==> src/logic/ieb_pkg.sv <==
// Purpose: constants for the interrupt enable bank
// Assumes: 32-bit classic Wishbone, one word per register
// Notes: offsets are byte addresses
package ieb_pkg;
  // ---------------------------------------------------------------
  // register map
  // ---------------------------------------------------------------
  localparam logic [3:0] ADR_WORD_TWO = 4'h0;
  localparam logic [3:0] ADR_WORD_THREE = 4'h4;
  localparam logic [3:0] ADR_WORD_FOUR = 4'h8;
  localparam logic [3:0] ADR_WORD_FIVE = 4'hC;
  // ---------------------------------------------------------------
  // implemented bits
  // ---------------------------------------------------------------
  localparam logic [15:0] MASK_WORD_TWO = 16'h01E3;
  localparam logic [15:0] MASK_WORD_THREE = 16'h4066;
  localparam logic [15:0] MASK_WORD_FOUR = 16'h210E;
  localparam logic [15:0] MASK_WORD_FIVE = 16'h3FBE;
  localparam logic [15:0] RST_WORD = 16'h0000;
  // ---------------------------------------------------------------
  // word two field positions
  // ---------------------------------------------------------------
  localparam int POS_CAPTURE_CH6 = 8;
  localparam int POS_CAPTURE_CH5 = 7;
  localparam int POS_CAPTURE_CH4 = 6;
  localparam int POS_CAPTURE_CH3 = 5;
  localparam int POS_SERIAL2_EVENT = 1;
  localparam int POS_SERIAL2_FAULT = 0;
endpackage : ieb_pkg

==> src/logic/ieb_bank.sv <==
// Purpose: bank of interrupt enable bits gating peripheral requests
// Assumes: single clock, synchronous active high reset
// Notes: requests come from logic on the same clock
//
// Local design decisions: the Wishbone interface to the registers and the register addresses.
module ieb_bank (
  input wire logic clk_i, // system clock
  input wire logic rst_i, // sync reset, high
  input wire logic wb_cyc_i, // bus cycle
  input wire logic wb_stb_i, // strobe
  input wire logic wb_we_i, // write
  input wire logic [3:0] wb_adr_i, // byte address
  input wire logic [3:0] wb_sel_i, // byte enables
  input wire logic [31:0] wb_dat_i, // write data
  output logic [31:0] wb_dat_o, // read data
  output logic wb_ack_o, // acknowledge
  input wire logic [15:0] req_two_i, // word two requests
  input wire logic [15:0] req_three_i, // word three requests
  input wire logic [15:0] req_four_i, // word four requests
  input wire logic [15:0] req_five_i, // word five requests
  output logic [15:0] irq_two_o, // gated word two
  output logic [15:0] irq_three_o, // gated word three
  output logic [15:0] irq_four_o, // gated word four
  output logic [15:0] irq_five_o, // gated word five
  output logic irq_o // any gated request
);
  // ---------------------------------------------------------------
  // bus decode
  // ---------------------------------------------------------------
  logic [15:0] en_two_ff, en_three_ff, en_four_ff, en_five_ff;
  logic [15:0] nxt_en_two, nxt_en_three, nxt_en_four, nxt_en_five;
  logic [31:0] nxt_dat;
  logic nxt_ack;
  logic ack_ff;
  wire logic req_new = wb_cyc_i && wb_stb_i && !ack_ff;
  // write lands at the edge where ack is seen high, as the master expects
  wire logic wr_go = wb_cyc_i && wb_stb_i && ack_ff && wb_we_i;
  wire logic sel_two = wb_adr_i == ieb_pkg::ADR_WORD_TWO;
  wire logic sel_three = wb_adr_i == ieb_pkg::ADR_WORD_THREE;
  wire logic sel_four = wb_adr_i == ieb_pkg::ADR_WORD_FOUR;
  wire logic sel_five = wb_adr_i == ieb_pkg::ADR_WORD_FIVE;

  function automatic logic [15:0] upd(input logic [15:0] cur,
                                      input logic [15:0] msk,
                                      input logic hit);
    logic [15:0] lane;
    lane = {{8{wb_sel_i[1]}}, {8{wb_sel_i[0]}}};
    upd = cur;
    if (hit && wr_go) begin
      upd = ((cur & ~lane) | (wb_dat_i[15:0] & lane)) & msk;
    end
  endfunction : upd

  assign nxt_en_two = upd(en_two_ff, ieb_pkg::MASK_WORD_TWO, sel_two);
  assign nxt_en_three = upd(en_three_ff, ieb_pkg::MASK_WORD_THREE,
                            sel_three);
  assign nxt_en_four = upd(en_four_ff, ieb_pkg::MASK_WORD_FOUR, sel_four);
  assign nxt_en_five = upd(en_five_ff, ieb_pkg::MASK_WORD_FIVE, sel_five);
  assign nxt_ack = req_new;
  assign nxt_dat = !req_new ? 32'h00000000 :
                   sel_two ? {16'h0000, en_two_ff} :
                   sel_three ? {16'h0000, en_three_ff} :
                   sel_four ? {16'h0000, en_four_ff} :
                   sel_five ? {16'h0000, en_five_ff} : 32'h00000000;

  // ---------------------------------------------------------------
  // registers
  // ---------------------------------------------------------------
  always_ff @(posedge clk_i) begin
    if (rst_i) begin
      en_two_ff <= ieb_pkg::RST_WORD;
      en_three_ff <= ieb_pkg::RST_WORD;
      en_four_ff <= ieb_pkg::RST_WORD;
      en_five_ff <= ieb_pkg::RST_WORD;
      ack_ff <= 1'b0;
      wb_dat_o <= 32'h00000000;
    end else begin
      en_two_ff <= nxt_en_two;
      en_three_ff <= nxt_en_three;
      en_four_ff <= nxt_en_four;
      en_five_ff <= nxt_en_five;
      ack_ff <= nxt_ack;
      wb_dat_o <= nxt_dat;
    end
  end
  assign wb_ack_o = ack_ff;

  // ---------------------------------------------------------------
  // request gating
  // ---------------------------------------------------------------
  wire logic [15:0] g_two = req_two_i & en_two_ff;
  wire logic [15:0] g_three = req_three_i & en_three_ff;
  wire logic [15:0] g_four = req_four_i & en_four_ff;
  wire logic [15:0] g_five = req_five_i & en_five_ff;
  wire logic g_any = |{g_two, g_three, g_four, g_five};

  always_ff @(posedge clk_i) begin
    if (rst_i) begin
      irq_two_o <= 16'h0000;
      irq_three_o <= 16'h0000;
      irq_four_o <= 16'h0000;
      irq_five_o <= 16'h0000;
      irq_o <= 1'b0;
    end else begin
      irq_two_o <= g_two;
      irq_three_o <= g_three;
      irq_four_o <= g_four;
      irq_five_o <= g_five;
      irq_o <= g_any;
    end
  end
endmodule : ieb_bank

==> config.mk <==
export PLATFORM = sky130hd
export DESIGN_NAME = ieb_bank
export DESIGN_NICKNAME = d
export VERILOG_FILES = /design/src/logic/ieb_pkg.sv /design/src/logic/ieb_bank.sv
export SDC_FILE = /design/constraint.sdc
export NUM_CORES = 1
export LEC_CHECK = 0
export ABC_AREA = 1
export BUFFER_PORTS_ARGS = -buffer_cell sky130_fd_sc_hd__buf_2
export CORE_ASPECT_RATIO = 1.1
export CORE_MARGIN = 4
export CORE_UTILIZATION = 40
export DETAILED_ROUTE_END_ITERATION = 10
export MAX_ROUTING_LAYER = met4
export PLACE_DENSITY_LB_ADDON = 0.3
export SLEW_MARGIN = 20
export SYNTH_ARGS = -nofsm -noshare
export SYNTH_HDL_FRONTEND = slang
export SYNTH_SLANG_ARGS = --single-unit
==> constraint.sdc <==
create_clock -name clk_i -period 2 [get_ports clk_i]
set_input_delay 0.4 -clock clk_i [delete_from_list [all_inputs] [get_ports clk_i]]
set_output_delay 0.4 -clock clk_i [all_outputs]
set_load 0.1 [all_outputs]
==> results.md, run 1 <==
* Layout Nets at 622
* DRT iter0 DRCs at 114
* Die Ht at 101 um
* Met3 wire length at ~620 um
* Worst Path Max Fanout at 3
* R2R depth at 6
* Cell chain of the critical path: buf_2
* First-pass GRT wire length at 11900 um
* Total Power at 0.00317 W
* Post-CTS Hold Buffers at 0
* Post-synth EDFFs at 0
* Ys async rst share at 0%
* Final TNS setup at 0 ps
* Setup Skew at ~10 ps
* NetSw at 0.00106 W
* Power Dens Cells at about 850 mW/mm^2
* Yosys warning count at 0
* CTS Root Cell: clkbuf_8
* Routability congestion estimate at roughly 0.85
* TritonCTS clock tree: yes
* Endpoints failing setup at 0
* Die width at 92.1 um
* Most frequent cells in the layout: nand2_1, buf_2, nor2_1, dfxtp_1, conb_1
* Internal Power at 0.00211 W
* Status: finished clean
* Starting Density at 41.5%
* Layout cells sized above 1 at 26.3%
* Vias/cell at 4.26
* Initial antenna violation count at 0
* Period utilization at 81.1%
* Routed len/inst at approximately 12 um
* Finished Layout Cells at approximately 620
* Clock Pin Slew Worst Setup and Hold Paths at 80 ps
* Metal1 wirelength at 3240 um
* Worst Setup SP: wb_ack_o$_SDFF_PP0_
* Seq pwr share at 45.8%
* Syn Inst Count at 409
* DRC errors left at 0
* Top Metal Used: met4
* Die area at 0.00927 sq mm
* Row count at 33
* Vias in the first global route at 2544
* Max-slew violations at 0
* Inst Count DP at 607
* Clk sinks at 73
* Total CTS buffers at 9
* Startpoint type of the worst setup path: register
* Net Sw Frac at roughly a third
* Synth cell types at 24
* H-tree depth at 3
* Commonest non-fill, non-tap cell in the layout: nand2_1
* Max-capacitance violation count at 0
* IO Pins at 207
* Post-Syn Area at 0.00312 sq mm
* Sequential fraction of the synthesis area at between 40% and 50%
* Clock share of power at a little over a third
* Routed wire length at 7590 um
* Drt pass-1 iters at 4
* Dpl hpwl at 5970 um
* Via count at 2657
* Layout area overhead at 19.3%
* Cells on Worst Hold Path at 3
* RSZ-0062 raised after global routing: no
* Critical path's largest stage delay at 470 ps
* Setup CP Type: register to output pin
* Post-route minimum period at approximately 1600 ps
* CP endpoint kind: output pin
* IO Port Bufs at 98
* Slowest cell on the critical path: buf_2
* CP top delay family: buffers and inverters
* Max Clk Rate at 616 MHz
* Routed Antenna Nets at 0
* IR drop worst, VDD at around 0.35 mV
* Clock Latency Late Sink at around 350 ps
* Syn Area/Cell at 7.62 sq um
* Hold Path Origin: wb_dat_i[11]
* Comb pwr share at 17.9%
* Clock Tree Buf Depth at 2
* Gr ovfl total at 0
* Worst path buffer plus inverter count at 1
* Post-CTS Setup Bufs at 0
* CP arrival at 1220 ps
* LEAKAGE at 1.98 nW
* Design Area, Final at ~0.0037 sq mm
* Total GRT Usage at 17.2%
* Largest net degree at the start of global routing at 34
* DR WL met2 at roughly 3600 um
* Final Hold Fails at 0
* Worst flop-to-flop path startpoint: wb_ack_o$_SDFF_PP0_
* FF-to-FF setup slack at 630 ps
* Area after DPL at ~0.0035 sq mm
* Register bit count reported by yosys at 73
* Hold WS at 269 ps
* Top_reg_cell synth: dfxtp_1
* Ant diodes at 0
* Type of the worst min-delay path: input pin to register
* Post-cts sizing count at 0
* Data required time of the worst path at about 1600 ps
* Core footprint at 0.00751 sq mm
-- metrics by stage --
| step | setup slack, ps | utilization (%) |
|---|---|---|
| floorplan | 103 | - |
| global placement | 496 | 46.8 |
| detailed placement | 472 | 46.8 |
| CTS | 362 | 49.5 |
| global route | 338 | 49.5 |
| finish | 378 | 49.5 |
-- worst reg2reg max path, stage by stage, from the launching register on --
cell	delay, ps
dfxtp_1	400
nand2_2	120
nor2_8	250
nand3_2	260
nand2_1	120
nand2_1	50
nor2_1	100
-- synth_stat cells, types with 2 or more instances --
| master | instances | area (sq um) |
|---|---|---|
| inv_1 | 23 | 86.3 |
| a21oi_1 | 12 | 60.1 |
| buf_2 | 6 | 30.0 |
| nand2_2 | 4 | 25.0 |
| nand2_1 | 111 | 417 |
| nand3_1 | 10 | 50.1 |
| nand3_2 | 3 | 30.0 |
| dfxtp_1 | 73 | 1460 |
| buf_4 | 55 | 413 |
| inv_2 | 2 | 7.51 |
| nand4_1 | 10 | 62.6 |
| nor2_4 | 4 | 45.0 |
| o21ai_0 | 4 | 20.0 |
| nor2_1 | 82 | 308 |
-- layout make-up --
cell class,count,area (sq um)
sequential,73,1460
multi-input combinational,299,1290
timing repair buffer,104,536
tap,105,131
inverter,26,97.6
fill,757,3800
clock inverter,5,55.1
clock buffer,11,141
-- per-layer routing --
| metal | track usage [%] | up-vias |
|---|---|---|
| met4 | 6.86 | 0 |
| li1 | - | 1365 |
| met5 | - | - |
| met2 | 27.8 | 116 |
| met1 | 20.0 | 1160 |
| met3 | 5.23 | 16 |
-- power by group through the flow --
stage | Combinational (W) | Clock (W) | Sequential, W
floorplan | 0.000558 | 0 | 0.00150
global placement | 0.000563 | 0 | 0.00149
detailed placement | 0.000563 | 0 | 0.00149
CTS | 0.000563 | 0.00117 | 0.00145
global route | 0.000582 | 0.00124 | 0.00145
finish | 0.000567 | 0.00115 | 0.00145
-- logic make-up (layout without fill, tap and decap cells) --
family                 after synthesis  after routing  synth area share, %
AO/OA/AOI/OAI                       17             17                 2.77
AND/OR/NAND/NOR                    229            229                 32.4
buffers and inverters               89            146                 17.8
flip-flops                          73             73                 46.9
other                                1             53                0.120
-- worst max-delay path by stage --
stage | depth (start not counted) | end
2_1_floorplan | 6 | register
3_3_place_gp | 7 | register
3_5_place_dp | 7 | register
4_1_cts | 1 | wb_ack_o
5_1_grt | 1 | wb_ack_o
6_report | 1 | wb_ack_o
Note: power is estimated with default switching activity, not from simulation.
==> run 2, diff against run 1 <==
clock period = 1.63 ns   (was 2 ns; I/O delays follow)
==> results.md, run 2 (synthesis results as in run 1) <==
* Status: finished clean
* Max Clk Rate at 676 MHz
* Final TNS setup at 0 ps
* Core footprint at 0.00751 sq mm
* Drt pass-1 iters at 5
* CP endpoint kind: output pin
* Comb pwr share at 16.0%
* Cell chain of the critical path: buf_2
* DRT iter0 DRCs at 92
* Worst setup endpoint: wb_ack_o
* Layout cells sized above 1 at 26.5%
* R2R depth at 5
* Max-capacitance violation count at 0
* Post-cts sizing count at 0
* Ant diodes at 0
* Clock share of power at 42.8%
* Layout Nets at ~620
* Most frequent cells in the layout: nand2_1, buf_2, nor2_1, dfxtp_1, conb_1
* Clk sinks at 73
* Dpl hpwl at 5940 um
* Inst Count DP at 607
* Crit path depth at 1
* Setup Skew at roughly 5.4 ps
* Initial antenna violation count at 0
* IO Port Bufs at 98
* Commonest non-fill, non-tap cell in the layout: nand2_1
* Design Area, Final at 0.00379 sq mm
* DRC errors left at 0
* Period utilization at between 90% and 100%
* Routability congestion estimate at just over 0.8
* Power Dens Cells at 1150 mW/mm^2
* Post-CTS Setup Bufs at 0
* Layout area overhead at 21.5%
* Largest net degree at the start of global routing at 39
* Internal Power at 0.00305 W
* Post-route minimum period at 1480 ps
* LEAKAGE at 2.01 nW
* H-tree depth at 3
* Data required time of the worst path at 1300 ps
* Post-CTS Hold Buffers at 0
* Startpoint type of the worst setup path: register
* Vias/cell at ~4.3
* Max-slew violations at 0
* Die area at 0.00927 sq mm
* CTS Root Cell: clkbuf_8
* RSZ-0062 raised after global routing: no
* Final Hold Fails at 0
* Clock Tree Buf Depth at 2
* Slowest cell on the critical path: buf_2
* IO Pins at ~210
* Die Ht at between 100 and 150 um
* Die width at 92.1 um
* Finished Layout Cells at 622
* Type of the worst min-delay path: input pin to register
* FF-to-FF setup slack at 360 ps
* Vias in the first global route at 2444
* Total CTS buffers at 9
* Routed len/inst at about 12 um
* Total GRT Usage at between 15 and 20%
* Net Sw Frac at 29.7%
* FF-to-FF End: wb_dat_o[5]$_SDFF_PP0_
* Worst Path Max Fanout at 3
* Worst flop-to-flop path startpoint: wb_ack_o$_SDFF_PP0_
* Critical path's largest stage delay at 450 ps
* Worst path buffer plus inverter count at 1
* First-pass GRT wire length at roughly 12000 um
* Routed wire length at about 7700 um
* Starting Density at 41.5%
* Worst Setup SP: wb_ack_o$_SDFF_PP0_
* Via count at 2695
* CP top delay family: buffers and inverters
* NetSw at 0.00129 W
* IR drop worst, VDD at 0.448 mV
* Setup CP Type: register to output pin
* Hold WS at about 200 ps
* Area after DPL at roughly 0.0035 sq mm
* Clock Latency Late Sink at 340 ps
* Endpoints failing setup at 0
* Routed Antenna Nets at 0
* Clock Pin Slew Worst Setup and Hold Paths at around 70 ps
* Seq pwr share at 41.1%
* CP arrival at 1150 ps
* TritonCTS clock tree: yes
* Row count at 33
* Gr ovfl total at 0
## run 2: stage by stage
stage                     total power (W)  utilization (%)  setup WS (ps)
final                             0.00434             50.4            150
after global routing              0.00445             50.4            130
after CTS                         0.00436             50.4            139
after detailed placement          0.00252             46.9            191
after global placement            0.00251             46.9            181
after floorplan                   0.00252                -            110
## run 2: power by group through the flow
stage	combinational (W)	sequential, W	clock [W]
global route	0.000712	0.00178	0.00195
floorplan	0.000684	0.00184	0
detailed placement	0.000689	0.00183	0
CTS	0.000690	0.00179	0.00188
finish	0.000695	0.00179	0.00186
global placement	0.000688	0.00183	0
## run 2: routing by layer
metal	vias to the layer above	GRT usage (%)	part of all wire, %
met3	20	3.21	8.4
met1	1176	19.9	41
met2	137	27.0	48
met5	-	-	0
li1	1362	-	-
met4	0	8.46	2.8
## run 2: layout make-up
type                            count  area [sq um]
Fill cell                         755          3730
Sequential cell                    73          1460
Multi-Input combinational cell    299          1290
Timing Repair Buffer              104           536
Clock buffer                       10           138
Tap cell                          105           131
Clock inverter                      5           128
Inverter                           26          97.6
## run 2: worst reg2reg max path, cell delays in order, from the launching register on
cell,delay (ps)
dfxtp_2,340
nor3_4,300
inv_1,100
nor2_1,270
nand2_1,100
o21ai_0,80
## run 2: worst min path at each step
| stage | start | slack (ps) | endpoint | cells after the start |
|---|---|---|---|---|
| 2_1_floorplan | rst_i | 410 | wb_ack_o$_SDFF_PP0_ | 1 |
| 3_3_place_gp | register | 450 | wb_dat_o[11]$_SDFF_PP0_ | 2 |
| 3_5_place_dp | register | 450 | wb_dat_o[0]$_SDFF_PP0_ | 2 |
| 4_1_cts | wb_dat_i[11] | 200 | register | 3 |
| 5_1_grt | wb_dat_i[11] | 200 | register | 3 |
| 6_report | wb_dat_i[11] | 210 | register | 3 |
==> run 3, diff against run 2 <==
CORE_UTILIZATION = 32   (was 40)
==> results.md, run 3 (synthesis results as in run 1) <==
* Status: finished clean
* IO Port Bufs at 98
* Initial antenna violation count at 1
* Routed Antenna Nets at 0
* Row count at 37
* Layout Nets at 625
* Clock Tree Buf Depth at 2
* Die width at 102 um
* Cell chain of the critical path: buf_2
* Worst Path Max Fanout at 3
* CP endpoint kind: output pin
* Drt pass-1 iters at 4
* Post-cts sizing count at 0
* Routability congestion estimate at 0.823
* Finished Layout Cells at 637
* Total Power at 0.00373 W
* Final TNS setup at 0 ps
* Routed wire length at about 7900 um
* Critical path's largest stage delay at around 450 ps
* Hold Path Origin: wb_dat_i[11]
* Commonest non-fill, non-tap cell in the layout: nand2_1
* Post-route minimum period at approximately 1500 ps
* CTS Root Cell: clkbuf_8
* GR Layer Usage met3 at 3.63%
* Vias/cell at 4.20
* FF-to-FF setup slack at 380 ps
* Data required time of the worst path at 1300 ps
* Power Dens Cells at around 1000 mW/mm^2
* CP arrival at around 1200 ps
* Inst Count DP at ~620
* LEAKAGE at 1.98 nW
* H-tree depth at 3
* Gr ovfl total at 0
* Period utilization at 91.5%
* Gr busiest metal: met2
* Vias in the first global route at 2445
* RSZ-0062 raised after global routing: no
* Setup CP Type: register to output pin
* Max-capacitance violation count at 0
* Type of the worst min-delay path: input pin to register
* Clk sinks at 73
* Met2 usage at 22.9%
* Via count at 2673
* Post-CTS Setup Bufs at 0
* Layout fillers at about 1000
* Routed len/inst at 12.4 um
* Slowest cell on the critical path: buf_2
* Final Util at 39.4%
* Clock Pin Slew Worst Setup and Hold Paths at 70 ps
* Final Hold Fails at 0
* Die area at about 0.011 sq mm
* IO Pins at 207
* Layout area overhead at 19.5%
* Worst Setup SP: wb_ack_o$_SDFF_PP0_
* FF+latch area at 0.00146 sq mm
* Total GRT Usage at 14.0%
* Endpoints failing setup at 0
* Starting Density at between 30% and 40%
* Worst path buffer plus inverter count at 1
* Startpoint type of the worst setup path: register
* Multi-input logic area at 0.00129 sq mm
* IR drop worst, VDD at 0.326 mV
* Most frequent cells in the layout: nand2_1, buf_2, nor2_1, dfxtp_1, conb_1
* R2R depth at 5
* Clock Latency Late Sink at 350 ps
* Cells on Worst Hold Path at 3
* Met1 Track Usage GR at roughly 15%
* First-pass GRT wire length at 11700 um
* Setup Skew at between 5 and 6 ps
* Die Ht at 111 um
* DRT iter0 DRCs at 130
* Max-slew violations at 0
* Total CTS buffers at 9
* DRC errors left at 0
* TritonCTS clock tree: yes
* Core footprint at 0.00944 sq mm
* CP top delay family: buffers and inverters
* Post-CTS Hold Buffers at 0
* Worst flop-to-flop path startpoint: wb_ack_o$_SDFF_PP0_
* Dpl hpwl at roughly 6200 um
* Largest net degree at the start of global routing at 39
* Max Clk Rate at around 670 MHz
* Layout cells sized above 1 at 26.2%
[run 3: stage by stage]
| step | hold WS (ps) | instance area (sq um) | setup WS (ps) |
|---|---|---|---|
| 6_report | 197 | 3720 | 139 |
| 5_1_grt | 204 | 3720 | 89.1 |
| 4_1_cts | 186 | 3720 | 117 |
| 3_5_place_dp | 450 | 3560 | 192 |
| 3_3_place_gp | 446 | 3560 | 191 |
| 2_1_floorplan | 414 | 3310 | 110 |
[run 3: worst max-delay path by stage]
stage          endpoint  slack, ps  depth (start not counted)
6_report       wb_ack_o        140                          1
2_1_floorplan  register        110                          6
3_3_place_gp   register        190                          7
4_1_cts        wb_ack_o        120                          1
5_1_grt        wb_ack_o         90                          1
3_5_place_dp   register        190                          7
[run 3: layout make-up]
type	count	area share, %
multi-input combinational	299	34.7
sequential	73	39.3
antenna	1	0.0672
clock buffer	14	4.37
timing repair buffer	107	15.0
tap	117	3.93
inverter	26	2.62
[run 3: where the power goes]
group / switching [W] / internal [W] / total (W)
clock: 0.000622 / 0.000622 / 0.00124
combinational: 0.000634 / 0.0000645 / 0.000698
sequential: 0.00000162 / 0.00178 / 0.00179
total: 0.00126 / 0.00247 / 0.00373
[run 3: routing by layer]
metal / share of wire (%) / up-vias
met3: 9.6 / 13
met5: 0 / -
met4: 2.8 / 0
met1: 39 / 1169
met2: 49 / 124
li1: - / 1367
